===== src/logic/rtp_pkg.sv =====
// Purpose: Shared constants and types of the real-time trace port
// Assumes: Processor clock of 100 MHz; trace output clock sampled, not used as a clock
// Notes: Status codes 0x2 and 0x6 are left out of the code type on purpose
package rtp_pkg;

  // ****************************************
  // Widths
  // ****************************************
  localparam int DATA_W = 32;
  localparam int SIZE_W = 2;
  localparam int ENTRY_W = DATA_W + SIZE_W;
  localparam int FIFO_DEPTH = 2;
  localparam int CNT_W = 3;

  // ****************************************
  // Status nibble codes
  // ****************************************
  typedef enum logic [3:0] {
    RTP_PST_CONT = 4'h0,
    RTP_PST_BEGIN = 4'h1,
    RTP_PST_USER = 4'h3,
    RTP_PST_PULSE = 4'h4,
    RTP_PST_TAKEN = 4'h5,
    RTP_PST_RTE = 4'h7,
    RTP_PST_MARK1 = 4'h8,
    RTP_PST_MARK2 = 4'h9,
    RTP_PST_MARK3 = 4'hA,
    RTP_PST_MARK4 = 4'hB,
    RTP_PST_EXC = 4'hC,
    RTP_PST_EMU = 4'hD,
    RTP_PST_STOP = 4'hE,
    RTP_PST_HALT = 4'hF
  } rtp_pst_t;

  // Upper two bits of every size marker; low two bits are bytes minus one
  localparam logic [1:0] MARK_HI = 2'h2;

  // ****************************************
  // Events offered by the core
  // ****************************************
  typedef enum logic [2:0] {
    RTP_EVT_BEGIN = 3'h0,
    RTP_EVT_TAKEN = 3'h1,
    RTP_EVT_RESYNC = 3'h2,
    RTP_EVT_RTE = 3'h3,
    RTP_EVT_PULSE = 3'h4,
    RTP_EVT_WDATA = 3'h5
  } rtp_evt_t;

  // Drain machine, Gray along idle -> shift
  typedef enum logic [1:0] {
    RTP_DR_IDLE = 2'h0,
    RTP_DR_SHIFT = 2'h1
  } rtp_drain_t;

  // ****************************************
  // State of the top module
  // ****************************************
  typedef struct packed {
    logic [1:0] tsync;
    logic tprev;
    rtp_pst_t proc_status_nibble;
    logic [3:0] dat;
    rtp_drain_t drain;
    logic [DATA_W-1:0] shift;
    logic [CNT_W-1:0] cnt;
    logic pend_user;
  } rtp_state_t;

  localparam rtp_state_t ST_RESET = '0;
  localparam logic [1:0] RST_SYNC_RESET = 2'h0;

endpackage


===== src/logic/rtp_fifo_if.sv =====
// Purpose: Carrier between the trace port and its two-entry store
// Assumes: One clock domain
// Notes: Head word is the store's own register, valid while count is non-zero
`timescale 1ns/1ps
interface rtp_fifo_if #(
  parameter int W = 34,
  parameter int CW = 2
);
  logic push;
  logic [W-1:0] push_data;
  logic pop;
  logic [W-1:0] head;
  logic [CW-1:0] count;

  modport fill (output push, output push_data, output pop, input head, input count);
  modport store (input push, input push_data, input pop, output head, output count);
endinterface


===== src/logic/rtp_trace_port.sv =====
// Purpose: Real-time trace output, status nibble and data nibble
// Assumes: Core events are on i_clock; trace output clock comes from a pin
// Notes: Outputs advance once per rising edge of the trace output clock
`timescale 1ns/1ps

module rtp_trace_port #(
  parameter int DEPTH = rtp_pkg::FIFO_DEPTH
) (
  input wire logic i_clock,
  input wire logic i_arst_n,
  input wire logic i_trace_output_clock,
  input wire logic i_halted,
  input wire logic i_exc_emu,
  input wire logic i_exc_normal,
  input wire logic i_stopped,
  input wire logic i_evt_valid,
  input wire logic [2:0] i_evt_kind,
  input wire logic i_evt_variant,
  input wire logic i_evt_opnd_valid,
  input wire logic [1:0] i_evt_size,
  input wire logic [31:0] i_evt_data,
  input wire logic i_evt_to_user,
  input wire logic i_opnd_display_en,
  input wire logic [1:0] i_branch_target_bytes_field,
  input wire logic [3:0] i_breakpoint_state_field,
  output logic o_evt_ready,
  output logic o_stall,
  output logic [3:0] o_proc_status_nibble,
  output logic [3:0] o_debug_data_nibble
);

  // ****************************************
  // Reset release
  // ****************************************
  logic [1:0] rst_sync_q;
  logic rst_n;

  // Release is synchronous so every flop leaves reset on the same edge
  always_ff @(posedge i_clock or negedge i_arst_n) begin
    if (!i_arst_n) begin
      rst_sync_q <= rtp_pkg::RST_SYNC_RESET;
    end else begin
      rst_sync_q <= {rst_sync_q[0], 1'b1};
    end
  end
  assign rst_n = rst_sync_q[1];

  // ****************************************
  // Store and decode
  // ****************************************
  localparam int CW = $clog2(DEPTH + 1);

  rtp_pkg::rtp_state_t st_q;
  rtp_pkg::rtp_state_t st_d;
  rtp_pkg::rtp_evt_t kind;
  logic tick;
  logic need_cap;
  logic [1:0] cap_size;
  logic full;
  logic accept;
  logic [rtp_pkg::DATA_W-1:0] head_data;
  logic [1:0] head_size;

  rtp_fifo_if #(.W(rtp_pkg::ENTRY_W), .CW(CW)) fq ();

  rtp_fifo #(
    .W(rtp_pkg::ENTRY_W),
    .DEPTH(DEPTH)
  ) u_store (
    .i_clock(i_clock),
    .i_rst_n(rst_n),
    .bus(fq)
  );

  assign kind = rtp_pkg::rtp_evt_t'(i_evt_kind);
  assign tick = st_q.tsync[1] & ~st_q.tprev;
  assign head_data = fq.head[rtp_pkg::DATA_W-1:0];
  assign head_size = fq.head[rtp_pkg::ENTRY_W-1:rtp_pkg::DATA_W];

  // Which events put a value in the store
  always_comb begin
    need_cap = 1'b0;
    cap_size = i_evt_size;
    case (kind)
      rtp_pkg::RTP_EVT_WDATA: begin
        need_cap = 1'b1;
      end
      rtp_pkg::RTP_EVT_TAKEN: begin
        need_cap = i_evt_variant && (i_branch_target_bytes_field != 2'h0);
        cap_size = i_branch_target_bytes_field;
      end
      rtp_pkg::RTP_EVT_BEGIN: begin
        need_cap = i_evt_opnd_valid && i_opnd_display_en;
      end
      default: begin
        need_cap = 1'b0;
      end
    endcase
  end

  // The word being shifted out still occupies one of the two elements
  assign full = (32'(fq.count) + 32'(st_q.drain == rtp_pkg::RTP_DR_SHIFT)) >= DEPTH;
  assign o_stall = i_evt_valid && need_cap && full;
  assign o_evt_ready = accept;

  // ****************************************
  // Next state, one step per trace tick
  // ****************************************
  always_comb begin
    st_d = st_q;
    st_d.tsync = {st_q.tsync[0], i_trace_output_clock};
    st_d.tprev = st_q.tsync[1];
    accept = 1'b0;
    fq.push = 1'b0;
    fq.push_data = {cap_size, i_evt_data};
    fq.pop = 1'b0;
    if (tick) begin
      // Data side: drain runs on its own, so status stays free
      if (st_q.drain == rtp_pkg::RTP_DR_SHIFT) begin
        st_d.dat = st_q.shift[3:0];
        st_d.shift = st_q.shift >> 4;
        if (st_q.cnt == '0) begin
          st_d.drain = rtp_pkg::RTP_DR_IDLE;
        end else begin
          st_d.cnt = st_q.cnt - 1'b1;
        end
      end else begin
        st_d.dat = {i_breakpoint_state_field[2:0], 1'b0};
      end
      // Status side, multi-cycle modes win over everything
      if (i_halted) begin
        st_d.proc_status_nibble = rtp_pkg::RTP_PST_HALT;
      end else if (i_exc_emu) begin
        st_d.proc_status_nibble = rtp_pkg::RTP_PST_EMU;
      end else if (i_exc_normal) begin
        st_d.proc_status_nibble = rtp_pkg::RTP_PST_EXC;
      end else if (i_stopped) begin
        st_d.proc_status_nibble = rtp_pkg::RTP_PST_STOP;
      end else if (st_q.drain == rtp_pkg::RTP_DR_IDLE && fq.count != '0) begin
        // Marker one tick ahead of its first nibble
        st_d.proc_status_nibble = rtp_pkg::rtp_pst_t'({rtp_pkg::MARK_HI, head_size});
        fq.pop = 1'b1;
        st_d.drain = rtp_pkg::RTP_DR_SHIFT;
        st_d.shift = head_data;
        st_d.cnt = {head_size, 1'b1};
      end else if (st_q.pend_user) begin
        st_d.proc_status_nibble = rtp_pkg::RTP_PST_USER;
        st_d.pend_user = 1'b0;
      end else if (i_evt_valid && !(need_cap && full)) begin
        accept = 1'b1;
        fq.push = need_cap;
        st_d.pend_user = i_evt_to_user;
        case (kind)
          rtp_pkg::RTP_EVT_TAKEN, rtp_pkg::RTP_EVT_RESYNC: begin
            st_d.proc_status_nibble = rtp_pkg::RTP_PST_TAKEN;
          end
          rtp_pkg::RTP_EVT_RTE: begin
            st_d.proc_status_nibble = rtp_pkg::RTP_PST_RTE;
          end
          rtp_pkg::RTP_EVT_PULSE, rtp_pkg::RTP_EVT_WDATA: begin
            st_d.proc_status_nibble = rtp_pkg::RTP_PST_PULSE;
          end
          default: begin
            st_d.proc_status_nibble = rtp_pkg::RTP_PST_BEGIN;
          end
        endcase
      end else begin
        // Continuing instruction, or stalled on a full store
        st_d.proc_status_nibble = rtp_pkg::RTP_PST_CONT;
      end
    end
  end

  // Register the whole state
  always_ff @(posedge i_clock or negedge rst_n) begin
    if (!rst_n) begin
      st_q <= rtp_pkg::ST_RESET;
    end else begin
      st_q <= st_d;
    end
  end

  assign o_proc_status_nibble = st_q.proc_status_nibble;
  assign o_debug_data_nibble = st_q.dat;

  // ****************************************
  // Checks
  // ****************************************
  property p_no_reserved;
    @(posedge i_clock) disable iff (!rst_n)
    o_proc_status_nibble != 4'h2 && o_proc_status_nibble != 4'h6;
  endproperty
  a_no_reserved: assert property (p_no_reserved) else $error("reserved status code driven");

  property p_halt;
    @(posedge i_clock) disable iff (!rst_n)
    tick && i_halted |=> o_proc_status_nibble == 4'hF;
  endproperty
  a_halt: assert property (p_halt) else $error("halt not shown as 0xF");

  property p_emu;
    @(posedge i_clock) disable iff (!rst_n)
    tick && !i_halted && i_exc_emu |=> o_proc_status_nibble == 4'hD;
  endproperty
  a_emu: assert property (p_emu) else $error("emulator exception not 0xD");

  property p_exc;
    @(posedge i_clock) disable iff (!rst_n)
    tick && !i_halted && !i_exc_emu && i_exc_normal |=> o_proc_status_nibble == 4'hC;
  endproperty
  a_exc: assert property (p_exc) else $error("exception not 0xC");

  property p_stop;
    @(posedge i_clock) disable iff (!rst_n)
    tick && i_stopped && !i_halted && !i_exc_emu && !i_exc_normal |=> o_proc_status_nibble == 4'hE;
  endproperty
  a_stop: assert property (p_stop) else $error("stop not 0xE");

  property p_stall;
    @(posedge i_clock) disable iff (!rst_n)
    i_evt_valid && need_cap && full |-> !o_evt_ready && o_stall;
  endproperty
  a_stall: assert property (p_stall) else $error("capture taken into a full store");

  property p_marker;
    @(posedge i_clock) disable iff (!rst_n)
    $rose(st_q.drain == rtp_pkg::RTP_DR_SHIFT) |->
      o_proc_status_nibble >= 4'h8 && o_proc_status_nibble <= 4'hB;
  endproperty
  a_marker: assert property (p_marker) else $error("drain began without a marker");

  property p_nibble;
    @(posedge i_clock) disable iff (!rst_n)
    tick && st_q.drain == rtp_pkg::RTP_DR_SHIFT |=> o_debug_data_nibble == $past(st_q.shift[3:0]);
  endproperty
  a_nibble: assert property (p_nibble) else $error("data nibble not lowest first");

  property p_taken;
    @(posedge i_clock) disable iff (!rst_n)
    accept && (kind == rtp_pkg::RTP_EVT_TAKEN || kind == rtp_pkg::RTP_EVT_RESYNC)
      |=> o_proc_status_nibble == 4'h5;
  endproperty
  a_taken: assert property (p_taken) else $error("taken branch not 0x5");

  property p_idle_data;
    @(posedge i_clock) disable iff (!rst_n)
    tick && st_q.drain == rtp_pkg::RTP_DR_IDLE |=>
      o_debug_data_nibble == {$past(i_breakpoint_state_field[2:0]), 1'b0};
  endproperty
  a_idle_data: assert property (p_idle_data) else $error("idle data nibble wrong");

  // Bound on occupancy: a broken full flag would let a third word in
  property p_store_bound;
    @(posedge i_clock) disable iff (!rst_n)
    32'(fq.count) <= DEPTH;
  endproperty
  a_store_bound: assert property (p_store_bound) else $error("store holds more than its depth");

  property p_no_overrun;
    @(posedge i_clock) disable iff (!rst_n)
    fq.push |-> !full;
  endproperty
  a_no_overrun: assert property (p_no_overrun) else $error("value pushed while store full");

  property p_rte;
    @(posedge i_clock) disable iff (!rst_n)
    accept && kind == rtp_pkg::RTP_EVT_RTE |=> o_proc_status_nibble == 4'h7;
  endproperty
  a_rte: assert property (p_rte) else $error("exception return not 0x7");

  property p_pulse;
    @(posedge i_clock) disable iff (!rst_n)
    accept && (kind == rtp_pkg::RTP_EVT_PULSE || kind == rtp_pkg::RTP_EVT_WDATA)
      |=> o_proc_status_nibble == 4'h4;
  endproperty
  a_pulse: assert property (p_pulse) else $error("pulse or data-write not 0x4");

  // User code waits only behind the modes and a due marker
  property p_user;
    @(posedge i_clock) disable iff (!rst_n)
    tick && st_q.pend_user && !i_halted && !i_exc_emu && !i_exc_normal && !i_stopped &&
      !(st_q.drain == rtp_pkg::RTP_DR_IDLE && fq.count != '0) |=> o_proc_status_nibble == 4'h3;
  endproperty
  a_user: assert property (p_user) else $error("user mode entry not 0x3");

  // A tick with nothing to report, or a stalled event, shows continue
  property p_cont;
    @(posedge i_clock) disable iff (!rst_n)
    tick && !accept && !st_q.pend_user && !i_halted && !i_exc_emu && !i_exc_normal && !i_stopped &&
      !(st_q.drain == rtp_pkg::RTP_DR_IDLE && fq.count != '0) |=> o_proc_status_nibble == 4'h0;
  endproperty
  a_cont: assert property (p_cont) else $error("idle or stalled tick not 0x0");

  // Analyzer samples once per link period, so nibbles must not move between ticks
  property p_hold;
    @(posedge i_clock) disable iff (!rst_n)
    !tick |=> $stable(o_proc_status_nibble) && $stable(o_debug_data_nibble);
  endproperty
  a_hold: assert property (p_hold) else $error("link output moved between ticks");

endmodule // rtp_trace_port


===== src/logic/rtp_fifo.sv =====
// Purpose: Small store holding captured addresses and operands
// Assumes: Caller never pushes when full nor pops when empty
// Notes: Entries are flip-flops, so head data comes straight from a register
`timescale 1ns/1ps
module rtp_fifo #(
  parameter int W = 34,
  parameter int DEPTH = 2
) (
  input wire logic i_clock,
  input wire logic i_rst_n,
  rtp_fifo_if.store bus
);
  localparam int PW = (DEPTH > 1) ? $clog2(DEPTH) : 1;
  localparam int CW = $clog2(DEPTH + 1);

  typedef struct packed {
    logic [DEPTH-1:0][W-1:0] mem;
    logic [PW-1:0] wptr;
    logic [PW-1:0] rptr;
    logic [CW-1:0] count;
  } rtp_fifo_state_t;

  rtp_fifo_state_t st_q;
  rtp_fifo_state_t st_d;

  // ****************************************
  // Next state
  // ****************************************
  // Pointers wrap explicitly so DEPTH need not be a power of two
  always_comb begin
    st_d = st_q;
    if (bus.push) begin
      st_d.mem[st_q.wptr] = bus.push_data;
      st_d.wptr = (st_q.wptr == PW'(DEPTH - 1)) ? '0 : st_q.wptr + 1'b1;
    end
    if (bus.pop) begin
      st_d.rptr = (st_q.rptr == PW'(DEPTH - 1)) ? '0 : st_q.rptr + 1'b1;
    end
    st_d.count = st_q.count + CW'(bus.push) - CW'(bus.pop);
  end

  // Register
  always_ff @(posedge i_clock or negedge i_rst_n) begin
    if (!i_rst_n) begin
      st_q <= '0;
    end else begin
      st_q <= st_d;
    end
  end

  assign bus.head = st_q.mem[st_q.rptr];
  assign bus.count = st_q.count;

endmodule // rtp_fifo


===== config.mk =====
export PLATFORM = sky130hd
export DESIGN_NAME = rtp_trace_port
export DESIGN_NICKNAME = d
export VERILOG_FILES = /design/src/logic/rtp_pkg.sv /design/src/logic/rtp_fifo_if.sv /design/src/logic/rtp_trace_port.sv /design/src/logic/rtp_fifo.sv
export SDC_FILE = /design/constraint.sdc
export NUM_CORES = 1
export LEC_CHECK = 0
export BUFFER_PORTS_ARGS = -buffer_cell sky130_fd_sc_hd__buf_4
export CAP_MARGIN = 20
export CORE_MARGIN = 2
export CORE_UTILIZATION = 58
export DETAILED_ROUTE_END_ITERATION = 8
export PLACE_DENSITY = 0.8
export SLEW_MARGIN = 30
export SYNTH_ARGS = -nofsm -noshare
export SYNTH_HDL_FRONTEND = slang
export SYNTH_SLANG_ARGS = --single-unit

===== constraint.sdc =====
create_clock -name i_clock -period 4.6 [get_ports i_clock]
set_input_delay 1.15 -clock i_clock [delete_from_list [all_inputs] [get_ports i_clock]]
set_output_delay 1.15 -clock i_clock [all_outputs]
set_load 0.02 [all_outputs]

Word-level counts from Yosys, hierarchy flattened. Cells that the tools add are included.

Register bits: 123. Bits in latches: 0. RAM bits: 0. ROM bits: 0. Word-level logic and storage cells: 105. Memories kept: 0.

Add/sub/neg operators: 6. $mul: 0. Divide/modulo/power cells: 0. $lt $le $gt $ge: 4. Equality and inequality tests: 6. Shift-type cells: 0. Multiplexer cells: 51. Bitwise logic cells: 7. Reduce and logical (&&, ||, !) cells: 17.

Operators by type and width (count): 2-to-1 mux 38 bit (4); 2-to-1 mux 34 bit (3); 2-to-1 mux 37 bit (2); bitwise mux 68 bit (1); demux 34 bit (select 1 bit) (1); 2-to-1 mux 4 bit (8); 2-to-1 mux 1 bit (27); case mux 3 bit (3 select lines) (1); logical AND 1 bit (8); == test 3 x 2 -> 1 bit (second input constant) (2); == test 3 bit (second input constant) (2); logical NOT 3 bit (2); inverter 1 bit (6); AND reduction 6 bit (1); less-than comparator 1 x 2 -> 1 bit (second input constant) (2); 2-to-1 mux 2 bit (2); nonzero test 2 bit (2); OR reduction 2 bit (2); adder 2 x 1 -> 3 bit (1); == test 3 x 1 -> 1 bit (second input constant) (1); >= comparator 3 x 2 -> 1 bit (second input constant) (1); 2-to-1 mux 3 bit (1); case mux 1 bit (3 select lines) (1); subtractor 3 x 1 -> 3 bit (second input constant) (1); other kinds (8) (9).

Longest topological paths before layout. Gate-level depths: netlist (run 1).

Depth in word-level cells: 16. Mapped depth: 10. Mapped depth without buffers: 8.

Hierarchy. From an unflattened synthesis (run 1), not the netlist that was laid out.

Cell total of the unflattened synthesis: 421. Area total of the unflattened synthesis: 5794.3 um2.

Modules (own cells, without submodules): rtp_fifo (times used 1, cells each 197, area an instance 3285.7 um2, seq. area each 1801.7 um2); rtp_trace_port (times used 1, cells each 224, area an instance 2508.7 um2, seq. area each 1276.2 um2).

Least setup slack after synthesis (run 1). Ideal clock, no wire load.

Kind: input port to output port. From: input port i_evt_kind[1]. To: output port o_evt_ready. Arrival: 2408 ps. Data required time: 3450 ps. Path slack: 1042 ps. Stages: 6. Cells stage by stage: buf_2 -> nand4bb_4 -> and4_1 -> buf_2 -> nor2_1 -> nor3_1.

Cells in the longest elaborated chain, start to end: 13.

RTL lines: from (decl) (line rtp_trace_port.sv:17) `input wire logic [2:0] i_evt_kind,`; == test 3 x 1 -> 1 bit, or another cell as far along (line rtp_trace_port.sv:84) `case (kind)`; case mux 1 bit (3 select lines) (*) (line rtp_trace_port.sv:84); logical AND 1 bit (*) (line rtp_trace_port.sv:149) `end else if (i_evt_valid && !(need_cap && full)) begin`; logical NOT 1 bit (*) (line rtp_trace_port.sv:149); logical AND 1 bit (*) (line rtp_trace_port.sv:149); 2-to-1 mux 1 bit (*) (line rtp_trace_port.sv:149); 2-to-1 mux 1 bit (*) (line rtp_trace_port.sv:146) `end else if (st_q.pend_user) begin`; 2-to-1 mux 1 bit (*) (line rtp_trace_port.sv:139) `end else if (st_q.drain == rtp_pkg::RTP_DR_IDLE && fq.count != '0) begin`; 2-to-1 mux 1 bit (*) (line rtp_trace_port.sv:137) `end else if (i_stopped) begin`; 2-to-1 mux 1 bit (*) (line rtp_trace_port.sv:135) `end else if (i_exc_normal) begin`; 2-to-1 mux 1 bit (*) (line rtp_trace_port.sv:133) `end else if (i_exc_emu) begin`; 2-to-1 mux 1 bit (*) (line rtp_trace_port.sv:131) `if (i_halted) begin`; 2-to-1 mux 1 bit (*) (line rtp_trace_port.sv:117) `if (tick) begin`; to (decl) (line rtp_trace_port.sv:26) `output logic o_evt_ready,`.

Mark *: on every way between the ends. The rest lies on a longest branch, timed or not.

Final worst setup path (run 1).
From: input port i_branch_target_bytes_field[1]. To: output port o_evt_ready.

Cells in the longest elaborated chain, start to end: 14.

RTL lines: from (decl) (line rtp_trace_port.sv:24) `input wire logic [1:0] i_branch_target_bytes_field,`; nonzero test 2 bit (line rtp_trace_port.sv:89) `need_cap = i_evt_variant && (i_branch_target_bytes_field != 2'h0);`; logical AND 1 bit (line rtp_trace_port.sv:89); case mux 1 bit (3 select lines) (line rtp_trace_port.sv:84); logical AND 1 bit (line rtp_trace_port.sv:149); logical NOT 1 bit (line rtp_trace_port.sv:149); logical AND 1 bit (line rtp_trace_port.sv:149); 2-to-1 mux 1 bit (line rtp_trace_port.sv:149); 2-to-1 mux 1 bit (line rtp_trace_port.sv:146); 2-to-1 mux 1 bit (line rtp_trace_port.sv:139); 2-to-1 mux 1 bit (line rtp_trace_port.sv:137); 2-to-1 mux 1 bit (line rtp_trace_port.sv:135); 2-to-1 mux 1 bit (line rtp_trace_port.sv:133); 2-to-1 mux 1 bit (line rtp_trace_port.sv:131); 2-to-1 mux 1 bit (line rtp_trace_port.sv:117).

No other way between the ends.

==> results of run 1 <==
[layout make-up]
type	instances	area [um^2]
timing repair buffer	70	566
tap	129	161
multi-input combinational	286	2300
fill	622	2560
sequential	123	3080
clock inverter	12	196
inverter	10	37.5
clock buffer	20	425
[routing by layer]
| layer | global-route usage (%) | vias to the layer above | routed length [um] |
|---|---|---|---|
| li1 | - | 1733 | - |
| met1 | 28.6 | 1930 | 4850 |
| met2 | 40.9 | 90 | 6000 |
| met3 | 6.02 | 20 | 444 |
| met4 | 9.03 | 0 | 179 |
| met5 | 0 | - | 0 |
[Yosys cell counts, types with 2 or more instances]
cell	count	area (um^2)
o22ai_1	18	113
nor3_1	3	15.0
ha_1	5	62.6
o21ai_0	7	35.0
mux2_1	52	586
mux2i_1	17	170
o221a_2	11	124
inv_1	9	33.8
a211oi_1	5	37.5
nand2_1	32	120
o21a_1	2	15.0
buf_2	6	30.0
or2_2	2	12.5
o2111ai_4	2	52.6
buf_1	2	7.51
xnor2_1	5	43.8
nor2_1	38	143
a31oi_1	4	25.0
buf_6	6	67.6
clkbuf_1	11	41.3
buf_4	8	60.1
a21oi_1	20	100
mux2_2	31	349
nand2b_1	4	25.0
nand4_1	2	12.5
nor2b_1	4	25.0
dfrtp_1	123	3080
[stage by stage]
step                std cells  cell area [um^2]  hold WS, ns  power (mW)  util, %
detailed placement        618              6140        0.336        2.09     65.8
global placement          616              6090        0.335        2.05     65.2
global route              650              6770        0.359        3.65     72.5
finish                    650              6770        0.348        3.50     72.5
CTS                       650              6760        0.352        3.51     72.5
floorplan                 453              5620        0.331        1.91        -
[report_power, final]
| part | total, mW | switching, mW | internal [mW] | leakage (nW) |
|---|---|---|---|---|
| registers | 1.43 | 0.164 | 1.27 | 1.56 |
| clock network | 1.40 | 0.467 | 0.931 | 0.295 |
| logic | 0.666 | 0.352 | 0.314 | 1.40 |
[sequential cells by signal, summed over array words and instances (netlist names)]
register and cells:
st_q 39, u_store.st_q 70, u_store.bus.count 2, rst_sync_q 2, st_d 2, o_proc_status_nibble 4, o_debug_data_nibble 4
[logic make-up after synthesis]
| family | Yosys count |
|---|---|
| flops | 123 |
| mux | 100 |
| fa+ha+maj | 5 |
| compound gates | 82 |
| xor+xnor | 5 |
| buf+inv | 44 |
| other cells | 1 |
| simple gates | 93 |
[path summary, 6_finish.rpt]
kind / end / depth (start not counted)
min reg2reg: rst_sync_q[1]$_DFF_PN0_ / 0
max in group asynchronous: u_store.st_q[30]$_DFFE_PN0P_ / 1
min in group asynchronous: rst_sync_q[1]$_DFF_PN0_ / 1
max reg2reg: u_store.bus.count[1]$_DFF_PN0_ / 8
min: rst_sync_q[1]$_DFF_PN0_ / 0
max: o_evt_ready / 6
[critical path, cell delays in order]
cell      delay [ns]
buf_4           0.11
o211ai_1        0.32
and4_1          0.40
nor2_1          0.14
nor3_1          0.20
buf_4           0.17
==> reports/metrics.csv, run 1 <==
metric,value,unit
CP Capture Type,output port,
slew margin rel.,38.5,%
Tightest Hold Check Type,register to register,
worst r2r src,st_q[46]$_DFF_PN0_,
multiplexer share of the synthesized area,19.7,%
outcome,completed,
Post-synth EDFFs,0,
register area share after synthesis,54.8,%
most frequent cells in the layout,"122 x dfrtp_1, 68 x buf_4, 52 x mux2_1",
# Post-CTS Setup Buffers,0,
clk slew on worst S/H paths,0.06,ns
worst path required time,3.45,ns
adder-cell share of the synthesized area,1.11,%
htree depth,4,
number of remaining DRC errors,0,
Startpoint Class,input pin,
MaxCap Viol Count,0,
RSZ-0062 raised after global routing,false,
syn avg cell area,12.4,um^2
CTS buffer count,17,
CTS tree,yes,
WP data arrival,2.50,ns
Syn Inst Count,453,
clock buffer depth,2,
gr ovfl total,0,
Sinks on Clock Net,123,
post-synthesis compound-gate area fraction,11.2,%
Initial Util,60.3,%
hold path start,rst_sync_q[0]$_DFF_PN0_,
maximum clock rate,274,MHz
pre-CTS WS,0.960,ns
# hold bufs at CTS,0,
root buffer cell,clkbuf_8,
"commonest non-fill, non-tap cell in the layout",dfrtp_1,
vias in the first global route,3954,
I/O pin cnt,65,
Final setup viols,0,
Worst IR Drop VDD,0.399,mV
die area,10500,um^2
Via density,5.80,
Antenna Cells,0,
input/output buffers,63,
first-pass detailed-route iteration total,7,
vias,3773,
post-route ant nets,0,
fin crit period,3.65,ns
Core Area,9330,um^2
DR iter-0 viols,204,
initial antenna violation count,0,
YS warnings,0,
routed len/inst,17.6,um
first-pass GRT wire length,18.8,mm
simple-gate share of the synthesized area,8.06,%
asr flop ratio synth,100,%
post-synthesis xor/xnor area fraction,0.779,%
Worst Clk Skew,0.00792,ns
P&R area growth vs syn,20.3,%
fin crit share,79.3,%
die width,102,um
setup TNS,0,ns
Core Rows,35,
post-synthesis cell area,5620,um^2
largest net degree at the start of global routing,64,
Cell variety after synth,51,
Die Y,102,um
gp weighted congestion,0.772,
Worst-Margin Slew,0.923,ns
Post-DP HPWL,7.59,mm
"Worst Setup Slack, final",0.954,ns
Worst Setup Path Type,input pin to output port,
"FF+latch count, synth",123,
clock latency on the worst-skew pair,0.52,ns
Final Max Slew Viols,0,
crit path max fanout,4,
final WL,11.5,mm
final hold viol count,0,
Worst R2R Setup Slack,2.08,ns
pwr/cell area,517,nW/um^2
fin nets,568,
ys flop type,dfrtp_1,
layout cell share with drive strength beyond 1,29.6,%
Total GRT Usage,23.7,%
P_leak,3.26,nW
crit path from,i_branch_target_bytes_field[1],
syn_nets,513,
combinational family with the most area after synthesis,multiplexers,
CTS resizes,0,
No activity file was read; power rests on OpenSTA's default activity.
==> run 2, diff against run 1 <==
Settings changed: CORE_UTILIZATION 58 to 53, PLACE_DENSITY 0.8 to 0.77.
Clock period 4.6 ns to 3.3 ns, I/O delays scaled along.
==> run 2 against run 1 <==
  * First-iteration DRC count grew 18%
  * Wire length increased by 3.9%
  * Flip-flop and latch count did not move
  * Combinational power rose by 44%
  * Worst hold slack worse by 0.27 ns
  * Sequential power up 38%
  * Critical path depth is the same
  * Non-clock buffer count grew 1
  * Total power up 38%
  * Final cell count up 1.2%
  * Clock power is 36% higher
  * Highest routed layer unchanged
  * Sequential share of layout area barely moved
==> reports/metrics.csv, run 2 (same netlist as run 1, synthesis figures left out) <==
metric,value,unit,change
Top reg by flops,u_store.st_q,,
layout cell share with drive strength beyond 1,29.7,%,+0.13 points
final WL,11.9,mm,+3.9%
outcome,completed,,
I/O pin cnt,65,,unchanged
RSZ-0062 raised after global routing,false,,
Core Rows,37,,+5.7%
Worst Clk Skew,0.00944,ns,+0.00151 ns
Initial Util,54.5,%,-5.8 points
die area,11400,um^2,+9.1%
worst path required time,2.47,ns,-0.98 ns
MaxCap Viol Count,0,,unchanged
Total GRT Usage,22.7,%,-0.92 points
Via density,5.77,,-0.59%
Sinks on Clock Net,123,,unchanged
final hold viol count,0,,unchanged
most frequent cells in the layout,"122 x dfrtp_1, 68 x buf_4, 52 x mux2_1",,
initial antenna violation count,0,,unchanged
Post-DP HPWL,7.45,mm,-1.9%
WP data arrival,2.12,ns,-0.38 ns
clock latency on the worst-skew pair,0.52,ns,about the same
Antenna Cells,0,,unchanged
fin nets,569,,+0.18%
vias,3797,,+0.64%
P_leak,3.26,nW,+0.14%
Die Y,107,um,+4.4%
biggest regs,"u_store.st_q x70, st_q x39",,
Worst IR Drop VDD,0.364,mV,-8.9%
root buffer cell,clkbuf_8,,
fin crit period,2.95,ns,
"commonest non-fill, non-tap cell in the layout",dfrtp_1,,
gr ovfl total,0,,unchanged
routed len/inst,18.1,um,+2.6%
CTS tree,yes,,
final core occ,65.6,%,-7.0 points
first-pass detailed-route iteration total,5,,-2
crit-path max cell delay,0.40,ns,about the same
Final Max Slew Viols,0,,unchanged
pre-CTS WS,0.357,ns,-0.603 ns
largest net degree at the start of global routing,122,,+91%
Final setup viols,0,,unchanged
Startpoint Class,input pin,,
slew margin rel.,38.8,%,+0.30 points
DR iter-0 viols,240,,+18%
clock buffer depth,2,,unchanged
# Post-CTS Setup Buffers,0,,unchanged
non-filler cells in the finished layout,658,,+1.2%
die width,107,um,+4.4%
crit path cell chain,buf_4 -> o211ai_1 -> and4_1 -> nor2_1 -> nor3_1 -> buf_4,,
met2 Usage GRT,37.1,%,-3.8 points
Tightest Hold Check Type,input pin to async pin,,
setup TNS,0,ns,unchanged
number of remaining DRC errors,0,,unchanged
Worst Setup Path Type,input pin to output port,,
gp weighted congestion,0.854,,+11%
Most Crowded Layer GR,met2,,
pwr/cell area,713,nW/um^2,+38%
"Slowest-stage cell, CP",and4_1,,
fin crit share,89.3,%,
vias in the first global route,4032,,+2.0%
maximum clock rate,339,MHz,
final hold slack,0.0743,ns,-0.273 ns
GR Util met1,27.9,%,-0.68 points
CTS buffer count,17,,unchanged
Core Area,10300,um^2,+11%
first-pass GRT wire length,19.8,mm,+5.5%
P&R area growth vs syn,20.4,%,about the same
# hold bufs at CTS,0,,unchanged
CTS resizes,0,,unchanged
CP Capture Type,output port,,
htree depth,4,,unchanged
CP dominant cell by count,buf_4,,
crit path max fanout,4,,unchanged
Largest register FFs,70,,unchanged
input/output buffers,63,,unchanged
post-route ant nets,0,,unchanged
placed cell count,626,,+1.3%
clk slew on worst S/H paths,0.06,ns,about the same
Worst-Margin Slew,0.918,ns,-0.00454 ns
met3 Track Usage GR,6.32,%,+0.30 points
"Worst Setup Slack, final",0.354,ns,-0.599 ns
[run 2: cell count changes in the layout (fill, tap and decap cells not counted)]
cell / delta
clkinv_2: -2
buf_12: +3
clkbuf_1: -1
nand2_2: -1
nand2_1: +1
bufinv_16: -2
clkinv_4: +2
clkbuf_8: +4
buf_16: -2
clkinvlp_4: -1
[run 2: worst paths after layout]
path                       slack [ns]                      endpoint  depth (start not counted)                           start
hold / removal                   0.07       rst_sync_q[1]$_DFF_PN0_                          1                        i_arst_n
setup / recovery                 0.35                   o_evt_ready                          6  i_branch_target_bytes_field[1]
max in group asynchronous        2.41           st_q[8]$_DFFE_PN0P_                          1         rst_sync_q[1]$_DFF_PN0_
setup reg to reg                 1.07  u_store.st_q[61]$_DFFE_PN0P_                          5              st_q[46]$_DFF_PN0_
hold reg to reg                  0.35       rst_sync_q[1]$_DFF_PN0_                          0         rst_sync_q[0]$_DFF_PN0_
min in group i_clock             0.35       rst_sync_q[1]$_DFF_PN0_                          0         rst_sync_q[0]$_DFF_PN0_
[run 2: critical path: cells and delay by family]
kind	cells	cell delay, ns
compound gates	1	0.27
buf+inv	2	0.28
simple gates	3	0.74
[run 2: where the power goes]
group | total, mW | switching [mW] | internal [mW]
Sequential | 1.97 | 0.199 | 1.77
Clock | 1.90 | 0.665 | 1.23
Combinational | 0.961 | 0.519 | 0.441
[run 2: cell type report]
cell class	count	area, um^2
clock buffer	23	477
fill	749	3560
clock inverter	9	136
sequential	123	3080
multi-input combinational	286	2290
tap	136	170
inverter	10	37.5
timing repair buffer	71	571
[run 2: layer usage]
layer  wire length [um]  share of wire (%)
met4                262                2.2
met1               5000                 42
met5                  0                  0
met3                600                5.0
met2               6050                 51
[run 2: per-stage QoR]
| stage | total power [mW] | cell area [um^2] |
|---|---|---|
| 2_1_floorplan | 2.66 | 5620 |
| 3_3_place_gp | 2.87 | 6150 |
| 3_5_place_dp | 2.92 | 6150 |
| 4_1_cts | 4.85 | 6770 |
| 5_1_grt | 5.04 | 6770 |
| 6_report | 4.83 | 6770 |
==> run 3, diff against run 2 <==
Settings changed: CAP_MARGIN 20 to 10, CORE_UTILIZATION 53 to 45, PLACE_DENSITY 0.77 to 0.68.
==> run 3 against run 2 <==
  * Total power up 1.4%
  * Via count shrank 3.8%
  * Largest power group unchanged
  * Maximum frequency is 0.76% lower
  * Register-to-register slack better by 0.09 ns
  * Global-route usage decreased by 4.5 points
  * Clock-buffer cell count is 2 lower
  * Combinational power decreased by 2.3%
  * Largest cell class unchanged
  * Non-clock buffer count unchanged
  * Clock power up 4%
==> reports/metrics.csv, run 3 (same netlist as run 1, synthesis figures left out) <==
metric,value,unit,change
outcome,completed,,
met2 Usage GRT,29.7,%,-7.5 points
Startpoint Class,input pin,,
vias,3652,,-3.8%
Initial Util,46.4,%,-8.0 points
root buffer cell,clkbuf_16,,
CTS buffer count,17,,unchanged
Die Y,116,um,+8.2%
Final setup viols,0,,unchanged
first-pass detailed-route iteration total,4,,-1
first-pass GRT wire length,18.7,mm,-5.4%
Top reg by flops,u_store.st_q,,
final WL,11.3,mm,-5.3%
biggest regs,"u_store.st_q x70, st_q x39",,
slew margin rel.,39.3,%,+0.53 points
gr ovfl total,0,,unchanged
Antenna Cells,0,,unchanged
fin nets,569,,unchanged
P&R area growth vs syn,21.7,%,
worst path required time,2.47,ns,about the same
setup TNS,0,ns,unchanged
gp weighted congestion,0.821,,-3.9%
htree depth,4,,unchanged
CTS resizes,0,,unchanged
I/O pin cnt,65,,unchanged
# hold bufs at CTS,0,,unchanged
vias in the first global route,3774,,-6.4%
final core occ,56.5,%,-9.0 points
Total GRT Usage,18.2,%,-4.5 points
clock buffer depth,2,,unchanged
crit path max fanout,4,,unchanged
crit path cell chain,buf_4 -> o211ai_1 -> and4_1 -> nor2_1 -> nor3_1 -> buf_4,,
crit path from,i_branch_target_bytes_field[1],,
WP data arrival,2.14,ns,+0.02 ns
Worst IR Drop VDD,0.375,mV,+3.1%
Tightest Hold Check Type,input pin to async pin,,
CP dominant cell by count,buf_4,,
routed len/inst,16.3,um,-9.7%
Most Crowded Layer GR,met2,,
DR iter-0 viols,180,,-25%
largest net degree at the start of global routing,81,,-34%
CP Capture Type,output port,,
clk slew on worst S/H paths,0.05,ns,about the same
die area,13400,um^2,+17%
initial antenna violation count,0,,unchanged
Worst-Margin Slew,0.910,ns,-0.00801 ns
die width,116,um,+8.2%
pwr/cell area,715,nW/um^2,+0.22%
Worst Setup Path Type,input pin to output port,,
CTS tree,yes,,
Final Max Slew Viols,0,,unchanged
"commonest non-fill, non-tap cell in the layout",dfrtp_1,,
Core Rows,40,,+8.1%
clock latency on the worst-skew pair,0.40,ns,-0.12 ns
# Post-CTS Setup Buffers,0,,unchanged
number of remaining DRC errors,0,,unchanged
buffer and inverter count on the worst path,2,,unchanged
Via density,5.29,,-8.3%
layout cell share with drive strength beyond 1,29.9,%,+0.19 points
worst r2r src,st_q[36]$_DFFE_PN0P_,,
Top delay family on crit path,simple AND/OR/NAND/NOR gates,,
fin crit share,89.9,%,+0.68 points
maximum clock rate,337,MHz,-0.76%
GR Util met1,24.6,%,-3.3 points
Post-DP HPWL,7.40,mm,-0.58%
crit-path max cell delay,0.40,ns,about the same
MaxCap Viol Count,0,,unchanged
input/output buffers,63,,unchanged
overall power,4.89,mW,+1.4%
RSZ-0062 raised after global routing,false,,
Worst Clk Skew,0.00292,ns,-0.00652 ns
most frequent cells in the layout,"122 x dfrtp_1, 67 x buf_4, 52 x mux2_1",,
met3 Track Usage GR,5.18,%,-1.1 points
final hold slack,0.190,ns,+0.116 ns
final hold viol count,0,,unchanged
post-route ant nets,0,,unchanged
fin crit period,2.97,ns,+0.0225 ns
Sinks on Clock Net,123,,unchanged
Largest register FFs,70,,unchanged
"Slowest-stage cell, CP",and4_1,,
P_leak,3.28,nW,+0.45%
Core Area,12100,um^2,+17%
-- run 3: cell count changes in the layout (fill, tap and decap cells not counted) --
cell | previous run | this run
clkbuf_1 | 2 | 1
buf_12 | 3 | 4
clkinv_2 | 1 | 3
clkbuf_8 | 5 | 3
buf_4 | 68 | 67
clkinv_4 | 3 | 1
clkbuf_16 | 16 | 17
clkinvlp_4 | 2 | 3
bufinv_16 | 3 | 4
-- run 3: power breakdown --
group          switching (mW)  leakage (nW)  total, mW  internal [mW]
Combinational           0.485          1.41      0.939          0.454
Clock                   0.651         0.305       1.97           1.32
Sequential              0.214          1.56       1.98           1.77
-- run 3: per-stage QoR --
stage,instances,worst slack [ns],cell area [um^2]
CTS,690,0.337,6840
floorplan,453,0.392,5620
detailed placement,658,0.334,6210
finish,690,0.332,6840
global placement,658,0.365,6210
global route,690,0.287,6840
-- run 3: worst paths after layout --
path	endpoint	slack (ns)	cells past startpoint
worst max-delay path	o_evt_ready	0.33	6
worst min-delay path	rst_sync_q[1]$_DFF_PN0_	0.19	1
worst max register to register	u_store.bus.count[1]$_DFF_PN0_	1.16	7
worst min register to register	u_store.st_q[57]$_DFFE_PN0P_	0.31	0
max in group asynchronous	o_debug_data_nibble[3]$_DFFE_PN0P_	2.18	1
min in group i_clock	st_d[46]$_DFF_PN0_	0.35	0
-- run 3: routing by layer --
layer | part of all wire, % | routed length [um] | vias to the layer above
li1 | - | - | 1733
met3 | 4.6 | 515 | 9
met1 | 46 | 5230 | 1837
met5 | 0 | 0 | -
met2 | 48 | 5450 | 73
met4 | 0.71 | 80 | 0
-- run 3: layout make-up --
type / count / area (um^2)
multi-input combinational: 286 / 2290
clock buffer: 21 / 470
sequential: 123 / 3080
inverter: 10 / 37.5
fill: 1022 / 5270
clock inverter: 11 / 166
timing repair buffer: 71 / 583
tap: 168 / 210
